===== src/rtl/scc_defines.vh =====
`ifndef SCC_DEFINES_VH
`define SCC_DEFINES_VH
// Register byte addresses
`define SCC_ADDR_PRESCALE   12'h000
`define SCC_ADDR_PROTECT    12'h004
`define SCC_ADDR_FASTTRIM   12'h008
`define SCC_ADDR_SLOWTRIM   12'h00C
`define SCC_ADDR_TEMPA      12'h010
`define SCC_ADDR_TEMPB      12'h014
`define SCC_ADDR_FUSES      12'h018
`define SCC_ADDR_STATUS     12'h01C
// Change-protect signature and its open window in bus clocks
`define SCC_SIGNATURE       8'hD8
`define SCC_WINDOW_CYCLES   3'h4
// Prescale codes
`define SCC_PS_DIV1         4'h0
`define SCC_PS_DIV8         4'h3
`define SCC_PS_MAX          4'h8
// Source select codes
`define SCC_SRC_FAST        2'h2
`define SCC_SRC_SLOW        2'h3
// Start-up counts in source clocks
`define SCC_WAKE_CK         8'h06
`define SCC_RESET_CK        8'h14
// Start-up-time fuse codes
`define SCC_SUT_NONE        2'h0
`define SCC_SUT_SHORT       2'h1
// Long delays in microseconds, slow oscillator rate in hertz
`define SCC_SHORT_US        4000
`define SCC_LONG_US         64000
`define SCC_SLOW_HZ         32768
`endif


===== src/rtl/scc_system_clock_control.v =====
// Summary of operation
// Source fuse picks external, 8 MHz or 32 kHz
// Fuse bit one means unprogrammed
// Source fuses readable, never writable
// Wake delay timed on selected source
// Reset adds delay timed by slow oscillator
// Start-up-time fuse sets delay length
// Provider holds reset over 2% steps
// Reset loads factory fast trim, writable
// Reset loads factory slow trim
// Fast oscillator keeps clocking watchdog, timeout
// Shipped fuses give 8 MHz over 8
// Same divider for all clocked domains
// Divider change is glitch free
// Ripple divider state not readable
// New rate active after two edges; the code switches only at the end of the current old period
// Output fuse drives clock onto pin
// No clock on pin during reset
// Pin carries divided clock
// Domain clocks gated by sleep controls
// Async interrupt detect survives halted clock
// Memory clock follows core clock
// ADC clock runs while core halted
// Codes 0..8 divide by powers to 256
// Reset divide one, eight if fuse programmed
// Signature opens four-cycle write window
// Wake 6 CK, reset 20 CK plus time
// Fuses sampled at reset, held after
`timescale 1ns/1ns
`include "scc_defines.vh"
module scc_system_clock_control #(
  parameter        [7:0]  FAST_TRIM_FACTORY = 8'h80,  // Arbitrary trim
  parameter        [7:0]  SLOW_TRIM_FACTORY = 8'h80,  // Arbitrary trim
  parameter integer       SHORT_SLOW_TICKS  =
    (`SCC_SHORT_US * `SCC_SLOW_HZ + 999999) / 1000000,
  parameter integer       LONG_SLOW_TICKS   =
    (`SCC_LONG_US * `SCC_SLOW_HZ + 999999) / 1000000
) (
  input  wire        clk_sys,
  input  wire        reset_n,
  input  wire        slowTick,        // One-cycle pulse per 32 kHz period
  input  wire        fastTick,        // One-cycle pulse per 8 MHz period
  input  wire        extTick,         // One-cycle pulse per external clock
  input  wire        wakeRequest,     // Pulse: leaving power-down
  input  wire [1:0]  clockSourceSelectFuse,
  input  wire [1:0]  startupTimeFuse,
  input  wire        divideByEightFuse,
  input  wire        clockOutputFuse,
  input  wire        sleepCore,       // Sleep gates core and peripheral
  input  wire        powerDownAdc,    // Power-reduction gate for ADC
  input  wire        asyncIrqPin,     // Level from async interrupt detector
  input  wire        psel,
  input  wire        penable,
  input  wire        pwrite,
  input  wire [11:0] paddr,
  input  wire [31:0] pwdata,
  output reg  [31:0] prdata,
  output reg         pready,
  output reg         pslverr,
  output reg         coreEnable,      // Core may run
  output reg         periphEnable,
  output reg         nvmEnable,
  output reg         adcEnable,
  output reg         flashEnable,
  output reg         sysTick,         // Divided system clock strobe
  output reg         clockOutputPin,
  output reg         clockOutputEnable,
  output reg         timeoutClockFast, // Watchdog/timeout on fast osc
  output reg         irqWake          // Async interrupt seen
);
  // Start-up states. The sequencer holds the core off until the source
  // has been counted for the reset delay and then the slow delay; a
  // wake from power-down only runs a 6-clock source count, not the 20.
  // Binary codes keep the status word simple to decode in firmware.
  // Start-up states
  localparam [1:0] ST_RESET = 2'h0;
  localparam [1:0] ST_LONG  = 2'h1;
  localparam [1:0] ST_RUN   = 2'h2;
  localparam [1:0] ST_WAKE  = 2'h3;

  // Division factor as a count limit; reserved codes hold the old rate.
  // Shared by every domain so that all divided clocks stay in step;
  // codes above the top factor never reach this function.
  // Division factor as a count limit; reserved codes hold the old rate
  function [8:0] divLimit;
    input [3:0] code;
    begin
      divLimit = (9'h001 << code[3:0]) - 9'h001;
    end
  endfunction

  reg  [1:0]  state;        // Start-up sequencer
  reg  [1:0]  srcFuse;      // Latched fuses, held until reset
  reg  [1:0]  sutFuse;
  reg         outFuse;
  reg         fusesTaken;   // First cycle after release captures fuses
  reg  [15:0] waitCount;    // Start-up counter
  reg  [3:0]  prescaleSelect;
  reg  [3:0]  activeSelect; // Code the divider currently uses
  reg         pendingSwitch;
  reg  [8:0]  divCount;     // Divider count, not readable
  reg  [2:0]  windowCount;  // Open signature window
  reg  [7:0]  fastOscTrim;
  reg  [7:0]  slowOscTrim;
  reg  [7:0]  fastOscTempTrimA;
  reg  [7:0]  fastOscTempTrimB;
  reg         outPhase;     // Divided clock level
  wire        srcTick;
  wire        access;
  wire        commit;       // Edge where the master sees pready high
  wire [15:0] longTicks;

  // Selected source edge strobe; upper bit zero means external
  assign srcTick = ~srcFuse[1] ? extTick :
                   (srcFuse == `SCC_SRC_FAST) ? fastTick : slowTick;
  assign access  = psel & penable & ~pready;
  // A write takes effect only where the master completes the transfer
  assign commit  = psel & penable & pready & pwrite;
  // Long part of the reset delay from start-up-time fuse
  assign longTicks = (sutFuse == `SCC_SUT_NONE) ? 16'h0000 :
                     (sutFuse == `SCC_SUT_SHORT) ?
                     SHORT_SLOW_TICKS[15:0] : LONG_SLOW_TICKS[15:0];

  // Fuse capture after reset release; values held until next reset.
  // Reset values match the shipped fuse pattern, so the outputs that
  // depend on them are quiet and sane in the cycle before capture.
  // A fuse that moves at run time has no effect until the next reset.
  // Fuse capture after reset release; values held until next reset
  always @(posedge clk_sys) begin
    if (!reset_n) begin
      fusesTaken <= 1'b0;
      srcFuse    <= `SCC_SRC_FAST;
      sutFuse    <= 2'h3;
      outFuse    <= 1'b1;
    end else if (!fusesTaken) begin
      fusesTaken <= 1'b1;
      srcFuse    <= clockSourceSelectFuse;
      sutFuse    <= startupTimeFuse;
      outFuse    <= clockOutputFuse;
    end
  end

  // Start-up sequencer: 20 source clocks, slow delay, wake 6 clocks.
  // Counting waits for the fuse capture so that the source strobe in
  // use is the latched one; the long delay always runs on the slow
  // oscillator whatever the source. A wake request outside the run
  // state is ignored, since the core is not running then anyway.
  // Start-up sequencer: 20 source clocks, slow delay, wake 6 clocks
  always @(posedge clk_sys) begin
    if (!reset_n) begin
      state     <= ST_RESET;
      waitCount <= 16'h0000;
    end else begin
      case (state)
        ST_RESET: begin
          if (fusesTaken && srcTick) begin
            if (waitCount == {8'h00, `SCC_RESET_CK} - 16'h0001) begin
              state     <= ST_LONG;
              waitCount <= 16'h0000;
            end else begin
              waitCount <= waitCount + 16'h0001;
            end
          end
        end
        ST_LONG: begin
          // Slow oscillator times the supply settling delay
          if (waitCount >= longTicks) begin
            state <= ST_RUN;
          end else if (slowTick) begin
            waitCount <= waitCount + 16'h0001;
          end
        end
        ST_RUN: begin
          if (wakeRequest) begin
            state     <= ST_WAKE;
            waitCount <= 16'h0000;
          end
        end
        ST_WAKE: begin
          // Wake delay counted on the chosen source only
          if (srcTick) begin
            if (waitCount == {8'h00, `SCC_WAKE_CK} - 16'h0001) begin
              state <= ST_RUN;
            end else begin
              waitCount <= waitCount + 16'h0001;
            end
          end
        end
        default: state <= ST_RESET;
      endcase
    end
  end

  // Ripple-style divider counting source edges; switch at period end.
  // Waiting for the end of the old period costs up to one old period
  // of latency, but no period is ever shorter than both the old and
  // the new one. The count itself is kept off the register map.
  // A code written twice before the switch simply updates the target.
  // Ripple-style divider counting source edges; switch at period end
  always @(posedge clk_sys) begin
    if (!reset_n) begin
      divCount      <= 9'h000;
      activeSelect  <= `SCC_PS_DIV1;
      pendingSwitch <= 1'b0;
      sysTick       <= 1'b0;
      outPhase      <= 1'b0;
    end else begin
      sysTick <= 1'b0;
      if (prescaleSelect != activeSelect) begin
        pendingSwitch <= 1'b1;
      end
      if (srcTick) begin
        if (divCount >= divLimit(activeSelect)) begin
          divCount <= 9'h000;
          sysTick  <= 1'b1;
          outPhase <= ~outPhase;
          // Only change at a full old period: no short pulse
          if (pendingSwitch) begin
            activeSelect  <= prescaleSelect;
            pendingSwitch <= 1'b0;
          end
        end else begin
          divCount <= divCount + 9'h001;
        end
      end
    end
  end

  // Domain enables; ADC keeps its own gate.
  // Core, peripheral, memory and flash share one gate so that memory
  // never runs ahead of the core. The pin follows the divided phase
  // and is forced low and undriven while reset is held.
  // All enables are registered, so they lag the state by one edge.
  // Domain enables; ADC keeps its own gate
  always @(posedge clk_sys) begin
    if (!reset_n) begin
      coreEnable        <= 1'b0;
      periphEnable      <= 1'b0;
      nvmEnable         <= 1'b0;
      adcEnable         <= 1'b0;
      flashEnable       <= 1'b0;
      clockOutputPin    <= 1'b0;
      clockOutputEnable <= 1'b0;
      timeoutClockFast  <= 1'b0;
      irqWake           <= 1'b0;
    end else begin
      coreEnable   <= (state == ST_RUN) & ~sleepCore;
      periphEnable <= (state == ST_RUN) & ~sleepCore;
      nvmEnable    <= (state == ST_RUN) & ~sleepCore;
      flashEnable  <= (state == ST_RUN) & ~sleepCore;
      adcEnable    <= (state == ST_RUN) & ~powerDownAdc;
      // Programmed fuse reads zero and overrides the pin
      clockOutputEnable <= ~outFuse & fusesTaken;
      clockOutputPin    <= ~outFuse & outPhase;
      timeoutClockFast  <= (srcFuse == `SCC_SRC_FAST);
      irqWake           <= asyncIrqPin;
    end
  end

  // APB slave: one wait state. Read data and the error flag are set at
  // the access edge and stand with pready; a write lands only at the
  // edge where the master samples pready high, so an aborted transfer
  // changes nothing. The window keeps counting during the wait state.
  // APB slave: one wait state, writes land at the completing edge
  always @(posedge clk_sys) begin
    if (!reset_n) begin
      pready           <= 1'b0;
      pslverr          <= 1'b0;
      prdata           <= 32'h00000000;
      windowCount      <= 3'h0;
      fastOscTrim      <= FAST_TRIM_FACTORY;
      slowOscTrim      <= SLOW_TRIM_FACTORY;
      fastOscTempTrimA <= 8'h00;
      fastOscTempTrimB <= 8'h00;
      prescaleSelect   <= `SCC_PS_DIV1;
    end else begin
      pready  <= access;
      pslverr <= 1'b0;
      prdata  <= 32'h00000000;
      if (windowCount != 3'h0) begin
        windowCount <= windowCount - 3'h1;
      end
      // Reset value follows the latched divide fuse once taken
      if (!fusesTaken) begin
        prescaleSelect <= divideByEightFuse ? `SCC_PS_DIV1 :
                                              `SCC_PS_DIV8;
      end
      // Decode only here, so the error flag stands with pready
      if (access && pwrite) begin
        case (paddr)
          `SCC_ADDR_PRESCALE: pslverr <= 1'b0;
          `SCC_ADDR_PROTECT:  pslverr <= 1'b0;
          `SCC_ADDR_FASTTRIM: pslverr <= 1'b0;
          `SCC_ADDR_SLOWTRIM: pslverr <= 1'b0;
          `SCC_ADDR_TEMPA:    pslverr <= 1'b0;
          `SCC_ADDR_TEMPB:    pslverr <= 1'b0;
          `SCC_ADDR_FUSES:    pslverr <= 1'b1;
          `SCC_ADDR_STATUS:   pslverr <= 1'b1;
          default:            pslverr <= 1'b1;
        endcase
      end else if (access) begin
        case (paddr)
          // Divider count itself is never mapped
          `SCC_ADDR_PRESCALE: prdata <= {28'h0, prescaleSelect};
          `SCC_ADDR_PROTECT:  prdata <= {29'h0, windowCount};
          `SCC_ADDR_FASTTRIM: prdata <= {24'h0, fastOscTrim};
          `SCC_ADDR_SLOWTRIM: prdata <= {24'h0, slowOscTrim};
          `SCC_ADDR_TEMPA:    prdata <= {24'h0, fastOscTempTrimA};
          `SCC_ADDR_TEMPB:    prdata <= {24'h0, fastOscTempTrimB};
          `SCC_ADDR_FUSES:    prdata <= {26'h0, outFuse, sutFuse,
                                         1'b0, srcFuse};
          `SCC_ADDR_STATUS:   prdata <= {26'h0, pendingSwitch,
                                         activeSelect[3:0] == 4'h0,
                                         2'h0, state};
          default:            pslverr <= 1'b1;
        endcase
      end
      // Write lands at the edge where the master samples pready; the
      // window check sees the count as it stands at that edge
      if (commit) begin
        case (paddr)
          `SCC_ADDR_PRESCALE: begin
            // Only inside the window; reserved codes dropped
            if (windowCount != 3'h0 &&
                pwdata[3:0] <= `SCC_PS_MAX) begin
              prescaleSelect <= pwdata[3:0];
              windowCount    <= 3'h0;
            end
          end
          `SCC_ADDR_PROTECT: begin
            // Signature opens a short window for one prescale write
            if (pwdata[7:0] == `SCC_SIGNATURE) begin
              windowCount <= `SCC_WINDOW_CYCLES;
            end
          end
          `SCC_ADDR_FASTTRIM: fastOscTrim      <= pwdata[7:0];
          `SCC_ADDR_SLOWTRIM: slowOscTrim      <= pwdata[7:0];
          `SCC_ADDR_TEMPA:    fastOscTempTrimA <= pwdata[7:0];
          `SCC_ADDR_TEMPB:    fastOscTempTrimB <= pwdata[7:0];
          // Fuse, status and unmapped words keep their values
          default:            prdata           <= 32'h00000000;
        endcase
      end
    end
  end
endmodule


===== config.mk =====
export PLATFORM = sky130hd
export DESIGN_NAME = scc_system_clock_control
export DESIGN_NICKNAME = d
export VERILOG_FILES = /design/src/rtl/scc_system_clock_control.v
export VERILOG_INCLUDE_DIRS = /design/src /design/src/rtl
export SDC_FILE = /design/constraint.sdc
export NUM_CORES = 1
export LEC_CHECK = 0
export BUFFER_PORTS_ARGS = -buffer_cell sky130_fd_sc_hd__buf_4
export CAP_MARGIN = 40
export CORE_ASPECT_RATIO = 1.25
export CORE_MARGIN = 3
export CORE_UTILIZATION = 59
export CTS_CLUSTER_DIAMETER = 40
export DETAILED_ROUTE_END_ITERATION = 8
export PLACE_DENSITY = 0.85
export SLEW_MARGIN = 20
export SYNTH_ARGS = -nofsm -noshare
export SYNTH_HDL_FRONTEND = slang
export SYNTH_SLANG_ARGS = --single-unit

===== constraint.sdc =====
create_clock -name clk_sys -period 5 [get_ports clk_sys]
set_input_delay 0.25 -clock clk_sys [delete_from_list [all_inputs] [get_ports clk_sys]]
set_output_delay 0.25 -clock clk_sys [all_outputs]
set_load 0.05 [all_outputs]

==> metrics.csv <==
stage,metric,value,unit
synthesis,Mapped Area,5076,um^2
sta,Slew @ Worst Pin,783.9,ps
clocking,root cell of the clock tree,clkbuf_8,
global_route,largest net degree at the start of global routing,39,
critical_path,Setup crit start,activeSelect[1]$_SDFFE_PN0P_,
critical_path,worst setup path endpoint,outPhase$_SDFFE_PN0P_,
synthesis,dominant synthesized flop cell,dfxtp_1,
synthesis,synth unique cells,66,
synthesis,largest family of logic cells by synthesized area,simple AND/OR/NAND/NOR gates,
placed_design,Buffers on Ports,57,
flow_run,max-cap violation count,0,
sta,max_slew headroom,47.74,%
synthesis,synthesized flop and latch total,95,
clocking,CTS Buffer Depth,2,
critical_path,worst reg2reg endpoint,outPhase$_SDFFE_PN0P_,
worst_hold_path,HP Class,in2reg,
drt,total wire length,12050,um
floorplanning,Initial Utilization,61.26,%
floorplanning,Die Area,9760,um^2
placed_design,GP Congestion,0.9023,
clocking,postcts setup bufs,0,
global_route,first-pass GRT wire length,19340,um
critical_path,CP required,5310,ps
global_route,Overflow after GRT,0,
synthesis,Adder-Cell Fraction of Synth Area,5.176,%
clocking,CTS-repair resized insts,0,
critical_path,FF-to-FF path depth,13,
floorplanning,Ports,106,
clocking,CTS sink count,95,
sta,Max Clk Rate,0.3141,GHz
clocking,clk slew on worst S/H paths,90,ps
layout,final non-filler cell total,701,
sta,unrepaired setup endpoints after global routing,false,
synthesis,"EDFF count, synth",0,
global_route,vias in the first global route,4134,
synthesis,Syn Inst Count,561,
global_route,total track usage,25.55,%
layout,diodes inserted,0,
sta,post-route setup TNS,0,ps
critical_path,Crit Path Class,reg2reg,
drt,drt first pass iters,5,
placed_design,DP Cell Count,684,
floorplanning,Die X,88.97,um
layout,fin nets,682,
sta,final hold viol count,0,
synthesis,warnings from Yosys,0,
critical_path,CP max FO,11,
critical_path,RR Startpoint,activeSelect[1]$_SDFFE_PN0P_,
global_route,initial antenna violation count,0,
sta,fin crit share,63.67,%
drt,Avg WL per Cell,17.18,um
critical_path,CP arrival,3490,ps
floorplanning,row count,37,
sta,post-layout min period,3184,ps
power,Pleak,2.343,nW
status,outcome,completed,
synthesis,compound-gate portion of the synthesized area,12.15,%
layout,layout filler cell count,640,
clocking,CTS tree,done,
drt,vias,4279,
synthesis,Synth Area in Simple Gates,22.01,%
layout,layout cells sized above 1,16.72,%
critical_path,CP Capture Type,flop,
critical_path,crit start category,flop,
drt,post-route ant nets,0,
layout,"most common cell after layout, fill and taps aside",dfxtp_1,
synthesis,XOR/XNOR share of the synthesized area,2.416,%
critical_path,flop2flop setup slack,1820,ps
synthesis,syn_area_per_cell,9.048,um^2
synthesis,share of flip-flops with an asynchronous set or reset,0,%
synthesis,multiplexer area fraction after synthesis,13.11,%
sta,Fin Clk Skew,10.42,ps
sta,# setup viols final,0,
clocking,clk_lat worst skew,370,ps
clocking,H-tree depth,3,
layout,Area growth syn-to-layout,11.68,%
floorplanning,core box area,8287,um^2
sta,Slew Limit Fails,0,
drt,number of DRC markers in iteration 0,169,
clocking,total CTS buffers,9,
power,Design Power,1.674,mW
drt,DRC,0,
layout,most frequent cells in the layout,"95 x dfxtp_1, 60 x buf_4, 55 x nor2_1",
power,Power Density,295.3,nW/um^2
floorplanning,overall die height,109.7,um
placed_design,Final HPWL DP,8537,um
drt,vias per cell,6.104,
power,Max rail drop VDD,0.1525,mV
clocking,Post-CTS Hold Fix Bufs,0,
layout,Finished Core Util,68.41,%
synthesis,register area share after synthesis,37.47,%
[final cells by class]
| cell class | count | area (um^2) | area share (%) |
|---|---|---|---|
| multi-input cells | 416 | 2882 | 50.83 |
| well taps | 97 | 121.4 | 2.141 |
| clock inverters | 4 | 76.32 | 1.346 |
| inverters | 15 | 56.30 | 0.9932 |
| flip-flops and latches | 95 | 1902 | 33.55 |
| clock buffers | 12 | 165.2 | 2.913 |
| repair buffers | 62 | 466.7 | 8.232 |
[registers in the layout, indices dropped and copies added, names as in the netlist, 2 cells and up]
name and count:
waitCount 16, divCount 9, fastOscTempTrimA 8, fastOscTempTrimB 8, fastOscTrim 8, prdata 8
slowOscTrim 8, activeSelect 4, prescaleSelect 4, windowCount 3, srcFuse 2, state 2
sutFuse 2
[Yosys cell counts (5+ instances only)]
library cell | count | share of area, %
clkbuf_1 | 18 | 1.3
nor3_1 | 25 | 2.5
nand2b_1 | 6 | 0.74
dfxtp_1 | 95 | 37
nor2_1 | 55 | 4.1
buf_2 | 8 | 0.79
a31oi_1 | 5 | 0.62
a21oi_1 | 20 | 2.0
mux4_2 | 5 | 2.2
or3_1 | 8 | 0.99
buf_1 | 5 | 0.37
o21ai_0 | 8 | 0.79
nand2_1 | 47 | 3.5
nand3_1 | 11 | 1.1
buf_4 | 27 | 4.0
mux2i_1 | 53 | 10
nor2b_1 | 8 | 0.99
and3_1 | 7 | 0.86
xnor2_1 | 6 | 1.0
ha_1 | 21 | 5.2
or4_1 | 5 | 0.74
inv_1 | 15 | 1.1
xor2_1 | 8 | 1.4
nand4_1 | 10 | 1.2
[cells by family after synthesis]
group                    Yosys count
buffers and inverters             73
AND/OR/NAND/NOR                  216
flip-flops                        95
adder cells (fa/ha/maj)           21
XOR/XNOR                          14
AO/OA/AOI/OAI                     81
other                              1
multiplexers                      60
[worst max-delay path, stage by stage, from the launching register on]
cell      delay, ps
dfxtp_1         390
or2_2           320
nor3_1          220
inv_1           110
ha_1            250
nor3_1          150
a21o_1          110
a32oi_1         110
ha_1            330
o21a_1          120
o21ai_0          70
a211oi_1        300
o221a_2         420
mux2i_1         220
[where the power goes]
group / switching (mW) / internal (mW) / total (mW) / leakage [nW]
Sequential: 0.0246 / 0.781 / 0.805 / 0.770
Clock: 0.270 / 0.323 / 0.594 / 0.119
Combinational: 0.172 / 0.103 / 0.276 / 1.45
Total: 0.467 / 1.21 / 1.67 / 2.34
[how the worst min path moves through the flow]
stage / slack, ps / start / depth (start not counted) / end
after floorplan: 280 / reset_n / 0 / fusesTaken$_DFF_P_
after global placement: 410 / powerDownAdc / 2 / adcEnable$_SDFF_PN0_
after detailed placement: 410 / powerDownAdc / 2 / adcEnable$_SDFF_PN0_
after CTS: 10 / powerDownAdc / 2 / adcEnable$_SDFF_PN0_
after global routing: 6 / sleepCore / 2 / flashEnable$_SDFF_PN0_
final: 20 / sleepCore / 2 / flashEnable$_SDFF_PN0_
[metrics by stage]
stage	worst slack [ps]	cell area, um^2	hold WS, ps
after floorplan	2097	5162	277.7
after global placement	2023	5411	405.9
after detailed placement	1896	5423	411.4
after CTS	1841	5664	10.10
after global routing	1580	5669	5.565
final	1816	5669	18.33
[layer usage]
| metal | global-route usage, % | routed length (um) | vias to the layer above |
|---|---|---|---|
| li1 | - | - | 2042 |
| met1 | 27.87 | 4725 | 2036 |
| met2 | 45.33 | 6113 | 159 |
| met3 | 5.472 | 736 | 42 |
| met4 | 13.94 | 470 | 0 |
| met5 | 0 | 0 | - |
Note: power is estimated with default switching activity, not from simulation.
